==> src/rtl/gpc_pkg.sv <==
// Summary of operation
// RULE1 - An external power-on reset loads the first port A control register with 0x4000 in extended mode and 0x0000 in single-chip mode.
// RULE2 - An external power-on reset clears the second port A control register to 0x0000.
// RULE3 - A watchdog reset, standby or sleep leaves both port A control registers as they were.
// RULE4 - Bit 14 of the first port A control register makes port A pin 15 general I/O at 0 and the clock output at 1.
// RULE5 - The port B direction register is a 16-bit read/write register whose bits 9 to 0 set pins 9 to 0 as input or output.
// RULE6 - A port B direction bit steers its pin only while that pin is in general I/O use.
// RULE7 - The data registers of ports A to E are set only by external power-on reset and survive watchdog reset, standby and sleep.
// RULE8 - The port F input register is 8-bit read-only and writes to it change nothing.
// RULE9 - Each port F input bit reads the live level of the matching port F pin.
// RULE10 - A port F bit whose pin is being sampled as an analog input reads as 1.
// RULE11 - The port F input register has no reset value and always mirrors the pins.
// RULE12 - A general-purpose output pin is driven from its data bit and reading that bit returns the stored value.
package gpc_pkg;

    // **********************************************
    // register offsets (byte addresses)
    // **********************************************
    localparam logic [7:0] GPC_OFS_A_CTL1   = 8'h00;
    localparam logic [7:0] GPC_OFS_A_CTL2   = 8'h04;
    localparam logic [7:0] GPC_OFS_B_DIR    = 8'h08;
    localparam logic [7:0] GPC_OFS_B_FUNC   = 8'h0C;
    localparam logic [7:0] GPC_OFS_A_DIR    = 8'h10;
    localparam logic [7:0] GPC_OFS_C_DIR    = 8'h14;
    localparam logic [7:0] GPC_OFS_D_DIR    = 8'h18;
    localparam logic [7:0] GPC_OFS_E_DIR    = 8'h1C;
    localparam logic [7:0] GPC_OFS_A_DATA   = 8'h20;
    localparam logic [7:0] GPC_OFS_B_DATA   = 8'h24;
    localparam logic [7:0] GPC_OFS_C_DATA   = 8'h28;
    localparam logic [7:0] GPC_OFS_D_DATA   = 8'h2C;
    localparam logic [7:0] GPC_OFS_E_DATA   = 8'h30;
    localparam logic [7:0] GPC_OFS_F_IN     = 8'h34;

    // **********************************************
    // reset values and fields
    // **********************************************
    localparam logic [15:0] GPC_CTL1_RST_EXT = 16'h4000;
    localparam logic [15:0] GPC_CTL1_RST_SGL = 16'h0000;
    localparam logic [15:0] GPC_CTL2_RST     = 16'h0000;
    localparam logic [15:0] GPC_DIR_RST      = 16'h0000;
    localparam logic [15:0] GPC_DATA_RST     = 16'h0000;
    localparam logic [9:0]  GPC_BFUNC_RST    = 10'h000;
    localparam int          GPC_PIN15_SEL    = 14;
    localparam int          GPC_CLK_PIN      = 15;

    // **********************************************
    // carriers
    // **********************************************
    typedef struct packed {
        logic        psel;
        logic        penable;
        logic [31:0] paddr;
        logic        pwrite;
        logic [31:0] pwdata;
    } gpc_apb_req_type;

    typedef struct packed {
        logic [31:0] prdata;
        logic        pready;
        logic        pslverr;
    } gpc_apb_rsp_type;

    typedef struct packed {
        logic [15:0] out;
        logic [15:0] oe;
    } gpc_pin16_type;

    typedef struct packed {
        logic [9:0] out;
        logic [9:0] oe;
    } gpc_pin10_type;

endpackage

==> src/rtl/gpc_port.sv <==
// Local design decisions: the APB slave port and the register addresses.
`timescale 1ns/1ps
`default_nettype none
module gpc_port (
    input  wire logic                     sys_clk,
    input  wire logic                     rstn,
    input  wire logic                     clk_en,
    input  wire logic                     watchdog_reset_source,
    input  wire logic                     standby,
    input  wire logic                     sleep,
    input  wire logic                     extended_mode,
    input  wire gpc_pkg::gpc_apb_req_type apb_req,
    output gpc_pkg::gpc_apb_rsp_type      apb_rsp,
    input  wire logic [15:0]              pa_in,
    input  wire logic [9:0]               pb_in,
    input  wire logic [15:0]              pc_in,
    input  wire logic [15:0]              pd_in,
    input  wire logic [15:0]              pe_in,
    input  wire logic [7:0]               pf_in,
    input  wire logic [7:0]               adc_sampling,
    output gpc_pkg::gpc_pin16_type        pa_pin,
    output gpc_pkg::gpc_pin10_type        pb_pin,
    output gpc_pkg::gpc_pin16_type        pc_pin,
    output gpc_pkg::gpc_pin16_type        pd_pin,
    output gpc_pkg::gpc_pin16_type        pe_pin
);
    import gpc_pkg::*;

    // **********************************************
    // helpers
    // **********************************************
    function automatic logic [15:0] read_port(input logic [15:0] data,
                                              input logic [15:0] dir,
                                              input logic [15:0] pins);
        read_port = (data & dir) | (pins & ~dir);
    endfunction

    // **********************************************
    // pin synchronisers
    // **********************************************
    logic [15:0] pa_s1, pa_s2, pc_s1, pc_s2, pd_s1, pd_s2, pe_s1, pe_s2;
    logic [9:0]  pb_s1, pb_s2;
    logic [7:0]  pf_s1, pf_s2;
    logic        mode_s1, mode_s2;

    // no reset: port f follows the pins whenever clk_en is set, in reset too
    always_ff @(posedge sys_clk) begin
        if (clk_en) begin
            {pa_s1, pb_s1, pc_s1, pd_s1, pe_s1, pf_s1, mode_s1} <=
                {pa_in, pb_in, pc_in, pd_in, pe_in, pf_in, extended_mode};
            {pa_s2, pb_s2, pc_s2, pd_s2, pe_s2, pf_s2, mode_s2} <=   // RULE11
                {pa_s1, pb_s1, pc_s1, pd_s1, pe_s1, pf_s1, mode_s1};
        end
    end

    // **********************************************
    // bus decode
    // **********************************************
    logic [15:0] a_ctl1, a_ctl2, a_dir, b_dir, c_dir, d_dir, e_dir;
    logic [15:0] a_data, b_data, c_data, d_data, e_data;
    logic [9:0]  b_func;
    logic        ck_div;

    wire [7:0]  offs      = apb_req.paddr[7:0];
    wire        acc       = apb_req.psel & apb_req.penable;
    wire        done      = acc & apb_rsp.pready;
    wire        wr        = done & apb_req.pwrite & ~apb_rsp.pslverr;
    wire [15:0] wd        = apb_req.pwdata[15:0];
    wire        in_range  = (apb_req.paddr[31:8] == 24'h000000) && (offs <= GPC_OFS_F_IN);
    wire        mapped    = in_range && (offs[1:0] == 2'b00);
    wire [15:0] b_dir_eff = {6'h00, b_dir[9:0] & ~b_func};                      // RULE6
    wire [15:0] a_dir_eff = a_ctl1[GPC_PIN15_SEL] ? (a_dir | 16'h8000) : a_dir; // RULE4
    wire [7:0]  f_value   = pf_s2 | adc_sampling;                             // RULE9 RULE10
    wire [15:0] a_out     = a_ctl1[GPC_PIN15_SEL] ? {ck_div, a_data[14:0]} : a_data;

    // **********************************************
    // read mux
    // **********************************************
    logic [15:0] rd_val;
    always_comb begin
        rd_val = 16'h0000;
        unique case (offs)
            GPC_OFS_A_CTL1: rd_val = a_ctl1;
            GPC_OFS_A_CTL2: rd_val = a_ctl2;
            GPC_OFS_B_DIR:  rd_val = b_dir;
            GPC_OFS_B_FUNC: rd_val = {6'h00, b_func};
            GPC_OFS_A_DIR:  rd_val = a_dir;
            GPC_OFS_C_DIR:  rd_val = c_dir;
            GPC_OFS_D_DIR:  rd_val = d_dir;
            GPC_OFS_E_DIR:  rd_val = e_dir;
            GPC_OFS_A_DATA: rd_val = read_port(a_data, a_dir_eff, pa_s2);            // RULE12
            GPC_OFS_B_DATA: rd_val = read_port(b_data, b_dir_eff, {6'h00, pb_s2});
            GPC_OFS_C_DATA: rd_val = read_port(c_data, c_dir, pc_s2);
            GPC_OFS_D_DATA: rd_val = read_port(d_data, d_dir, pd_s2);
            GPC_OFS_E_DATA: rd_val = read_port(e_data, e_dir, pe_s2);
            GPC_OFS_F_IN:   rd_val = {8'h00, f_value};                               // RULE9
            default:        rd_val = 16'h0000;
        endcase
    end

    // **********************************************
    // apb response
    // **********************************************
    wire next_ready = acc & ~apb_rsp.pready;

    always_ff @(posedge sys_clk) begin
        if (!rstn || watchdog_reset_source) begin
            apb_rsp <= '0;
        end else if (clk_en) begin
            apb_rsp.pready  <= next_ready;
            apb_rsp.pslverr <= next_ready & ~mapped;
            if (next_ready) begin
                apb_rsp.prdata <= (mapped && !apb_req.pwrite) ? {16'h0000, rd_val} : 32'h0;
            end
        end
    end

    // **********************************************
    // control registers
    // **********************************************
    always_ff @(posedge sys_clk) begin
        if (!rstn) begin
            a_ctl1 <= mode_s2 ? GPC_CTL1_RST_EXT : GPC_CTL1_RST_SGL;  // RULE1
            a_ctl2 <= GPC_CTL2_RST;                                   // RULE2
        end else if (clk_en && wr) begin                              // RULE3
            if (offs == GPC_OFS_A_CTL1) a_ctl1 <= wd;
            if (offs == GPC_OFS_A_CTL2) a_ctl2 <= wd;
        end
    end

    always_ff @(posedge sys_clk) begin
        if (!rstn) begin
            {a_dir, b_dir, c_dir, d_dir, e_dir} <= {5{GPC_DIR_RST}};
            b_func <= GPC_BFUNC_RST;
        end else if (clk_en && wr) begin
            if (offs == GPC_OFS_B_DIR)  b_dir <= wd;                  // RULE5
            if (offs == GPC_OFS_B_FUNC) b_func <= wd[9:0];
            if (offs == GPC_OFS_A_DIR)  a_dir <= wd;
            if (offs == GPC_OFS_C_DIR)  c_dir <= wd;
            if (offs == GPC_OFS_D_DIR)  d_dir <= wd;
            if (offs == GPC_OFS_E_DIR)  e_dir <= wd;
        end
    end

    // **********************************************
    // data registers
    // **********************************************
    always_ff @(posedge sys_clk) begin
        if (!rstn) begin                                              // RULE7
            {a_data, b_data, c_data, d_data, e_data} <= {5{GPC_DATA_RST}};
        end else if (clk_en && wr) begin                              // RULE8
            if (offs == GPC_OFS_A_DATA) a_data <= wd;
            if (offs == GPC_OFS_B_DATA) b_data <= wd;
            if (offs == GPC_OFS_C_DATA) c_data <= wd;
            if (offs == GPC_OFS_D_DATA) d_data <= wd;
            if (offs == GPC_OFS_E_DATA) e_data <= wd;
        end
    end

    // **********************************************
    // pin drivers
    // **********************************************
    always_ff @(posedge sys_clk) begin
        if (!rstn) begin
            ck_div <= 1'b0;
            pa_pin <= '0;
            pb_pin <= '0;
            pc_pin <= '0;
            pd_pin <= '0;
            pe_pin <= '0;
        end else if (clk_en) begin
            ck_div <= ~ck_div;
            pa_pin <= {a_out, a_dir_eff};                             // RULE4 RULE12
            pb_pin <= {b_data[9:0], b_dir_eff[9:0]};                  // RULE6
            pc_pin <= {c_data, c_dir};
            pd_pin <= {d_data, d_dir};
            pe_pin <= {e_data, e_dir};
        end
    end
endmodule
`default_nettype wire

==> config.mk <==
export PLATFORM = sky130hd
export DESIGN_NAME = gpc_port
export DESIGN_NICKNAME = d
export VERILOG_FILES = /design/src/rtl/gpc_pkg.sv /design/src/rtl/gpc_port.sv
export SDC_FILE = /design/constraint.sdc
export NUM_CORES = 1
export LEC_CHECK = 0
export BUFFER_PORTS_ARGS = -buffer_cell sky130_fd_sc_hd__buf_2
export CORE_MARGIN = 5
export CORE_UTILIZATION = 51
export DETAILED_ROUTE_END_ITERATION = 8
export PLACE_DENSITY = 0.83
export SETUP_SLACK_MARGIN = 0.05
export SLEW_MARGIN = 15
export SYNTH_ARGS = -nofsm -noshare
export SYNTH_HDL_FRONTEND = slang
export SYNTH_SLANG_ARGS = --single-unit
==> constraint.sdc <==
create_clock -name sys_clk -period 2.5 [get_ports sys_clk]
set_clock_uncertainty 0.2 [all_clocks]
set_input_delay 0.125 -clock sys_clk [delete_from_list [all_inputs] [get_ports sys_clk]]
set_output_delay 0.125 -clock sys_clk [all_outputs]
set_load 0.01 [all_outputs]
After elaboration in Yosys (flattened, before gate mapping)
Cells that the tools add are included.
{ "word_totals": {"reg_bits": 551, "wordCells": 122} }
{ "classes": {"n_lt_le_gt_ge": 1, "eq_ne": 15, "n_mux": 8, "n_bitwise": 33, "reduce_logical": 24} }
{ "ops": {"columns": ["cell", "n"], "rows": [
  ["$pmux 16 s14", 1],
  ["$and 16x16->16", 8],
  ["$mux 16", 6],
  ["$or 16x16->16", 5],
  ["$not 16->16", 4],
  ["$eq 8x6->1 const B", 6],
  ["$eq 8x5->1 const B", 4],
  ["$reduce_and 2->1", 14],
  ["$logic_not 24->1", 1],
  ["$and 10x16->16", 1],
  ["$and 16x10->16", 1],
  ["$eq 8x4->1 const B", 2],
  ["$not 10->16", 1],
  ["$mux 15", 1],
  ["$and 10x10->10", 1],
  ["$not 10->10", 1],
  ["$eq 8x3->1 const B", 1],
  ["$le 8x6->1 const B", 1],
  ["$logic_not 8->1", 1],
  ["$or 8x8->8", 1],
  ["$and 1x1->1", 6],
  ["$logic_and 1x1->1", 4],
  ["$ne 2x1->1 const B", 2],
  ["$not 1->1", 4],
  ["other kinds (3)", 4]
]} }

Longest topological paths before layout
{ "depth": {"depth_word": 7, "ltp_mapped": 8} }

Worst setup path after synthesis
No wires, ideal clock.
{ "synth_timing": {"path_type": "in2reg", "start": "in apb_req[33] (netlist bit)", "end": "reg a_ctl1[0] (enable)", "setup_ns": 0.391, "arrival_time_ns": 1.903, "required_time_ns": 1.909, "path_slack_ns": 0.006, "path_stages": 5, "path_cell_list": "buf_2 > or4_4 > buf_6 > clkbuf_1 > o21ai_1"} }
{ "synth_via": {"elab_chain_len": 3} }
{ "synth_rtl": {"columns": ["element", "line_no", "source"], "rows": [
  ["start, declared", "gpc_port.sv:12", "input wire gpc_pkg::gpc_apb_req_type apb_req,"],
  ["$logic_not 8->1", "gpc_port.sv:126", "if (offs == GPC_OFS_A_CTL1) a_ctl1 <= wd;"],
  ["$ne 2x1->1 (no source line)", null, null],
  ["$reduce_and 2->1 (no source line)", null, null],
  ["end signal, assigned", "gpc_port.sv:123", "a_ctl1 <= mode_s2 ? GPC_CTL1_RST_EXT : GPC_CTL1_RST_SGL;"],
  ["end signal, assigned", "gpc_port.sv:126", null],
  ["end, declared", "gpc_port.sv:59", "logic [15:0] a_ctl1, a_ctl2, a_dir, b_dir, c_dir, d_dir, e_dir;"]
]} }
No other way between the ends.
A chain may end at the register's enable or synchronous reset.

Worst setup path in the final report
{ "layout_timing": {"start": "reg apb_rsp[1] (netlist bit)", "end": "reg apb_rsp[16] (netlist bit)"} }
{ "layout_via": {"elab_chain_len": 3} }
{ "layout_rtl": {"columns": ["element", "line_no", "source"], "rows": [
  ["start, declared", "gpc_port.sv:13", "output gpc_pkg::gpc_apb_rsp_type apb_rsp,"],
  ["$not 1->1", "gpc_port.sv:104", "wire next_ready = acc & ~apb_rsp.pready;"],
  ["$and 1x1->1", "gpc_port.sv:104", null],
  ["$reduce_and 2->1 (no source line)", null, null]
]} }
No other way between the ends.

==> impl_metrics.csv <==
group,metric,value,unit
status,result_of_the_run,"finished clean",
flow_run,drv.max_cap_violation_count,0,
cts,cts_num_sinks,529,
die,die_h,215.7,um
logic_synthesis,synth_top_area_share,32.19,%
cts,tritoncts,"yes",
cts,h-tree-depth,2,
global_route,top_usage_layer,"met2",
die,start_util,51.44,%
global_route,initial_antenna_violation_count,2,
worst_setup_path,timing.critical_path.buf_inv,2,
sta,finalSetupTns,0,ps
die,floorplan.io_pins,346,
sta,setup_repair_after_global_routing_missed_its_margin,"false",
detailed_routing,drt-pass1-iter-count,5,
power,power.density,679.6,mW/mm^2
worst_setup_path,critPathCaptureType,"flop",
cts,cts_made_buffers,52,
detailed_routing,via_count,15715,
logic_synthesis,syn_area,0.02158,mm^2
global_route,global_route_wire_length_before_repair,104.5,mm
worst_setup_path,cp_data_required_time,2840,ps
global_route,grt_start_max_net_pins,137,
die,die_w,215.7,um
global_route,grt_util_met2,47.79,%
global_route,groute.usage.overall,29.73,%
logic_synthesis,netlist-cell-type-count,65,
worst_setup_path,crit-reg2reg-launch,"apb_rsp[1]",
sta,finalHoldViolations,0,
hold_path,min-delay-start,"pd_in[11]",
cts,cts_max_path_buffers,3,
worst_setup_path,worstPathArrival,2710,ps
logic_synthesis,ys.flop_type,"sky130_fd_sc_hd__dfxtp_1",
global_route,grt.met3_usage,6.558,%
cells_and_area,layout.core_utilization,63.64,%
cts,clk_latency,610,ps
global_route,met1_usage,38.65,%
cells_and_area,final_net_count,2349,
logic_synthesis,netlist.top_cell.by_area,"sky130_fd_sc_hd__dfxtp_1",
worst_setup_path,cpLargestDelayFamily,"simple AND/OR/NAND/NOR gates",
sta,maxSlewViolCount,0,
cells_and_area,post_route_cells_drive_above_1_share,22.52,%
logic_synthesis,count_of_state_elements_after_synthesis,529,
worst_setup_path,path_class,"flop to flop",
logic_synthesis,synthesis.yosys.warnings,0,
die,floorplan.rows,75,
sta,finalSetupViolCount,0,
hold_path,timing.hold.worst.class,"input port to flop",
detailed_routing,route.final.wire_length,71.54,mm
power,vdd.ir_drop.worst,0.7332,mV
logic_synthesis,synth_enable_flop_cells,182,
cells_and_area,filler_cell_count,3095,
die,design.core.area,0.04195,mm^2
detailed_routing,number_of_drc_markers_after_the_initial_detailed_route_iteration,1538,
global_route,grt_pass1_vias,15889,
sta,worst_slew_pin_slew,850.9,ps
logic_synthesis,synth.avg_cell_area,12.20,um^2
logic_synthesis,synth-seq-area-share,57.52,%
cts,clk_transition_reported_paths,70,ps
logic_synthesis,synth_async_sr_flop_share,0,%
placement,hpwlAfterDp,49.32,mm
worst_setup_path,critPathLaunchType,"flop",
detailed_routing,drc_errors,0,
detailed_routing,drt.antenna.violating_nets,0,
detailed_routing,post_drt_via_cell_ratio,5.675,
sta,fmax,0.4206,GHz
logic_synthesis,yosys-top-cells-area,"sky130_fd_sc_hd__dfxtp_1, sky130_fd_sc_hd__edfxtp_1, sky130_fd_sc_hd__mux2i_1",
placement,gp_routability_congestion,0.9606,
worst_setup_path,worst_setup_path_start,"apb_rsp[1]",
worst_setup_path,slowest_delay,580,ps
cts,clock_tree.root_cell,"sky130_fd_sc_hd__clkbuf_16",
worst_setup_path,worstPathCellList,"nand4b_1 > or4_4 > nor3_1 > buf_4 > dlygate4sd3_1 > o31ai_1 > a21oi_1",
die,area_enclosed_by_the_die_boundary,0.04652,mm^2
sta,final.min_clock_period,2378,ps
detailed_routing,wire_per_inst,25.84,um
power,cellLeakagePower,0.01004,uW
sta,max_slew_headroom,43.16,%
global_route,grt_remaining_overflow,0,
placement,port_buffers,311,
sta,timing.final.crit_share,95.11,%
cells_and_area,area_growth,23.71,%
logic_synthesis,postSynthCellCount,1768,
worst_setup_path,critPathSlowestCell,"sky130_fd_sc_hd__dlygate4sd3_1",
worst_setup_path,critical_path_peak_fanout,4,
==> metrics by stage <==
step / std cells / cell area, um^2 / hold slack [ps] / power [uW] / setup slack (ps)
6_report: 2769 / 26690 / 30.42 / 18140 / 122.3
5_1_grt: 2769 / 26690 / 24.28 / 18630 / 51.85
4_1_cts: 2767 / 26680 / 1.632 / 18170 / 160.8
3_5_place_dp: 2554 / 23830 / 103.1 / 10330 / 215.1
3_3_place_gp: 2554 / 23830 / 101.5 / 10310 / 289.4
2_1_floorplan: 1783 / 21640 / 23.87 / 9858 / 288.4
==> cells by family (layout without fill, tap and decap cells) <==
kind of cell	count (synthesis)	in the layout	synth area share, %
xor gates and xnor gates	1	1	0.04060
DFF	529	529	57.52
muxes	399	399	18.86
AOI/OAI and AO/OA	206	206	6.385
buffers and inverters	146	592	3.294
other	1	17	0.01738
and+or+nand+nor	486	486	13.88
==> worst register-to-register path: stages, from the launching register on <==
cell and delay, ps:
sky130_fd_sc_hd__dfxtp_1 350, sky130_fd_sc_hd__nand4b_1 210, sky130_fd_sc_hd__or4_4 430, sky130_fd_sc_hd__nor3_1 150, sky130_fd_sc_hd__buf_4 180, sky130_fd_sc_hd__dlygate4sd3_1 580
sky130_fd_sc_hd__o31ai_1 80, sky130_fd_sc_hd__a21oi_1 140
==> synth_stat cells (all sizes together) (4+ instances only) <==
cell     instances
mux2i          375
dfxtp          347
nor2b          303
edfxtp         182
clkbuf          74
buf             70
nand2           62
o21ai           57
and2            28
nor2            23
o22ai           22
a22oi           20
mux2            20
a21oi           19
nand3           18
a21boi          16
a221oi          13
a31oi           12
nand2b          12
nor3            10
nor4             9
a2bb2oi          7
o22a             7
a211oi           6
a22o             6
mux4             4
o31ai            4
==> state kept, by name, indices dropped and copies added, names as in the netlist, 18 cells and up <==
| signal | count |
|---|---|
| pa_pin | 32 |
| pc_pin | 32 |
| pd_pin | 32 |
| pe_pin | 32 |
| pb_pin | 20 |
| apb_rsp | 18 |
==> worst paths after layout <==
check / to / slack, ps / depth (start not counted)
worst max register to register: apb_rsp[16] / 120 / 7
worst max-delay path: apb_rsp[16] / 120 / 7
worst min register to register: pd_s2[7] / 220 / 0
worst min-delay path: pd_s1[11] / 30 / 2
==> cells in the final DEF (no fill, tap or decap), drive strengths merged, types with 22 or more instances in the layout <==
| master | count |
|---|---|
| buf | 377 |
| dfxtp | 347 |
| nor2 | 23 |
| o22ai | 22 |
| dlygate4sd3 | 115 |
| nand2 | 62 |
| nor2b | 303 |
| and2 | 28 |
| clkbuf | 81 |
| mux2i | 375 |
| o21ai | 57 |
| edfxtp | 182 |
==> cell type report <==
| class | instances | area, um^2 | area share (%) |
|---|---|---|---|
| Multi-Input combinational cell | 1108 | 8524 | 31.93 |
| Clock buffer | 81 | 1553 | 5.817 |
| Sequential cell | 529 | 12410 | 46.50 |
| Timing Repair Buffer | 492 | 3369 | 12.62 |
| Antenna cell | 1 | 2.502 | 0.009375 |
| Tap cell | 539 | 674.4 | 2.526 |
| Inverter | 2 | 7.507 | 0.02812 |
| Clock inverter | 17 | 150.1 | 0.5625 |
==> power by group <==
part           leakage (uW)  switching, uW  internal, uW
clock network      0.000836           3350          4480
registers           0.00457           79.3          9160
logic               0.00463            628           446
==> layer usage <==
metal / share of wire (%) / wire [um]
met1: 41 / 29200
met2: 46 / 32930
met3: 8.0 / 5747
met4: 5.1 / 3643
met5: 0.025 / 18
==> repair_timing <==
item	4_1_cts	5_1_grt
setup buffers	0	1
gates resized for setup	0	1
setup endpoints to repair	0	1
hold buffers	115	0
endpoints found under the hold margin	380	0
No activity file was read; power rests on OpenSTA's default activity.
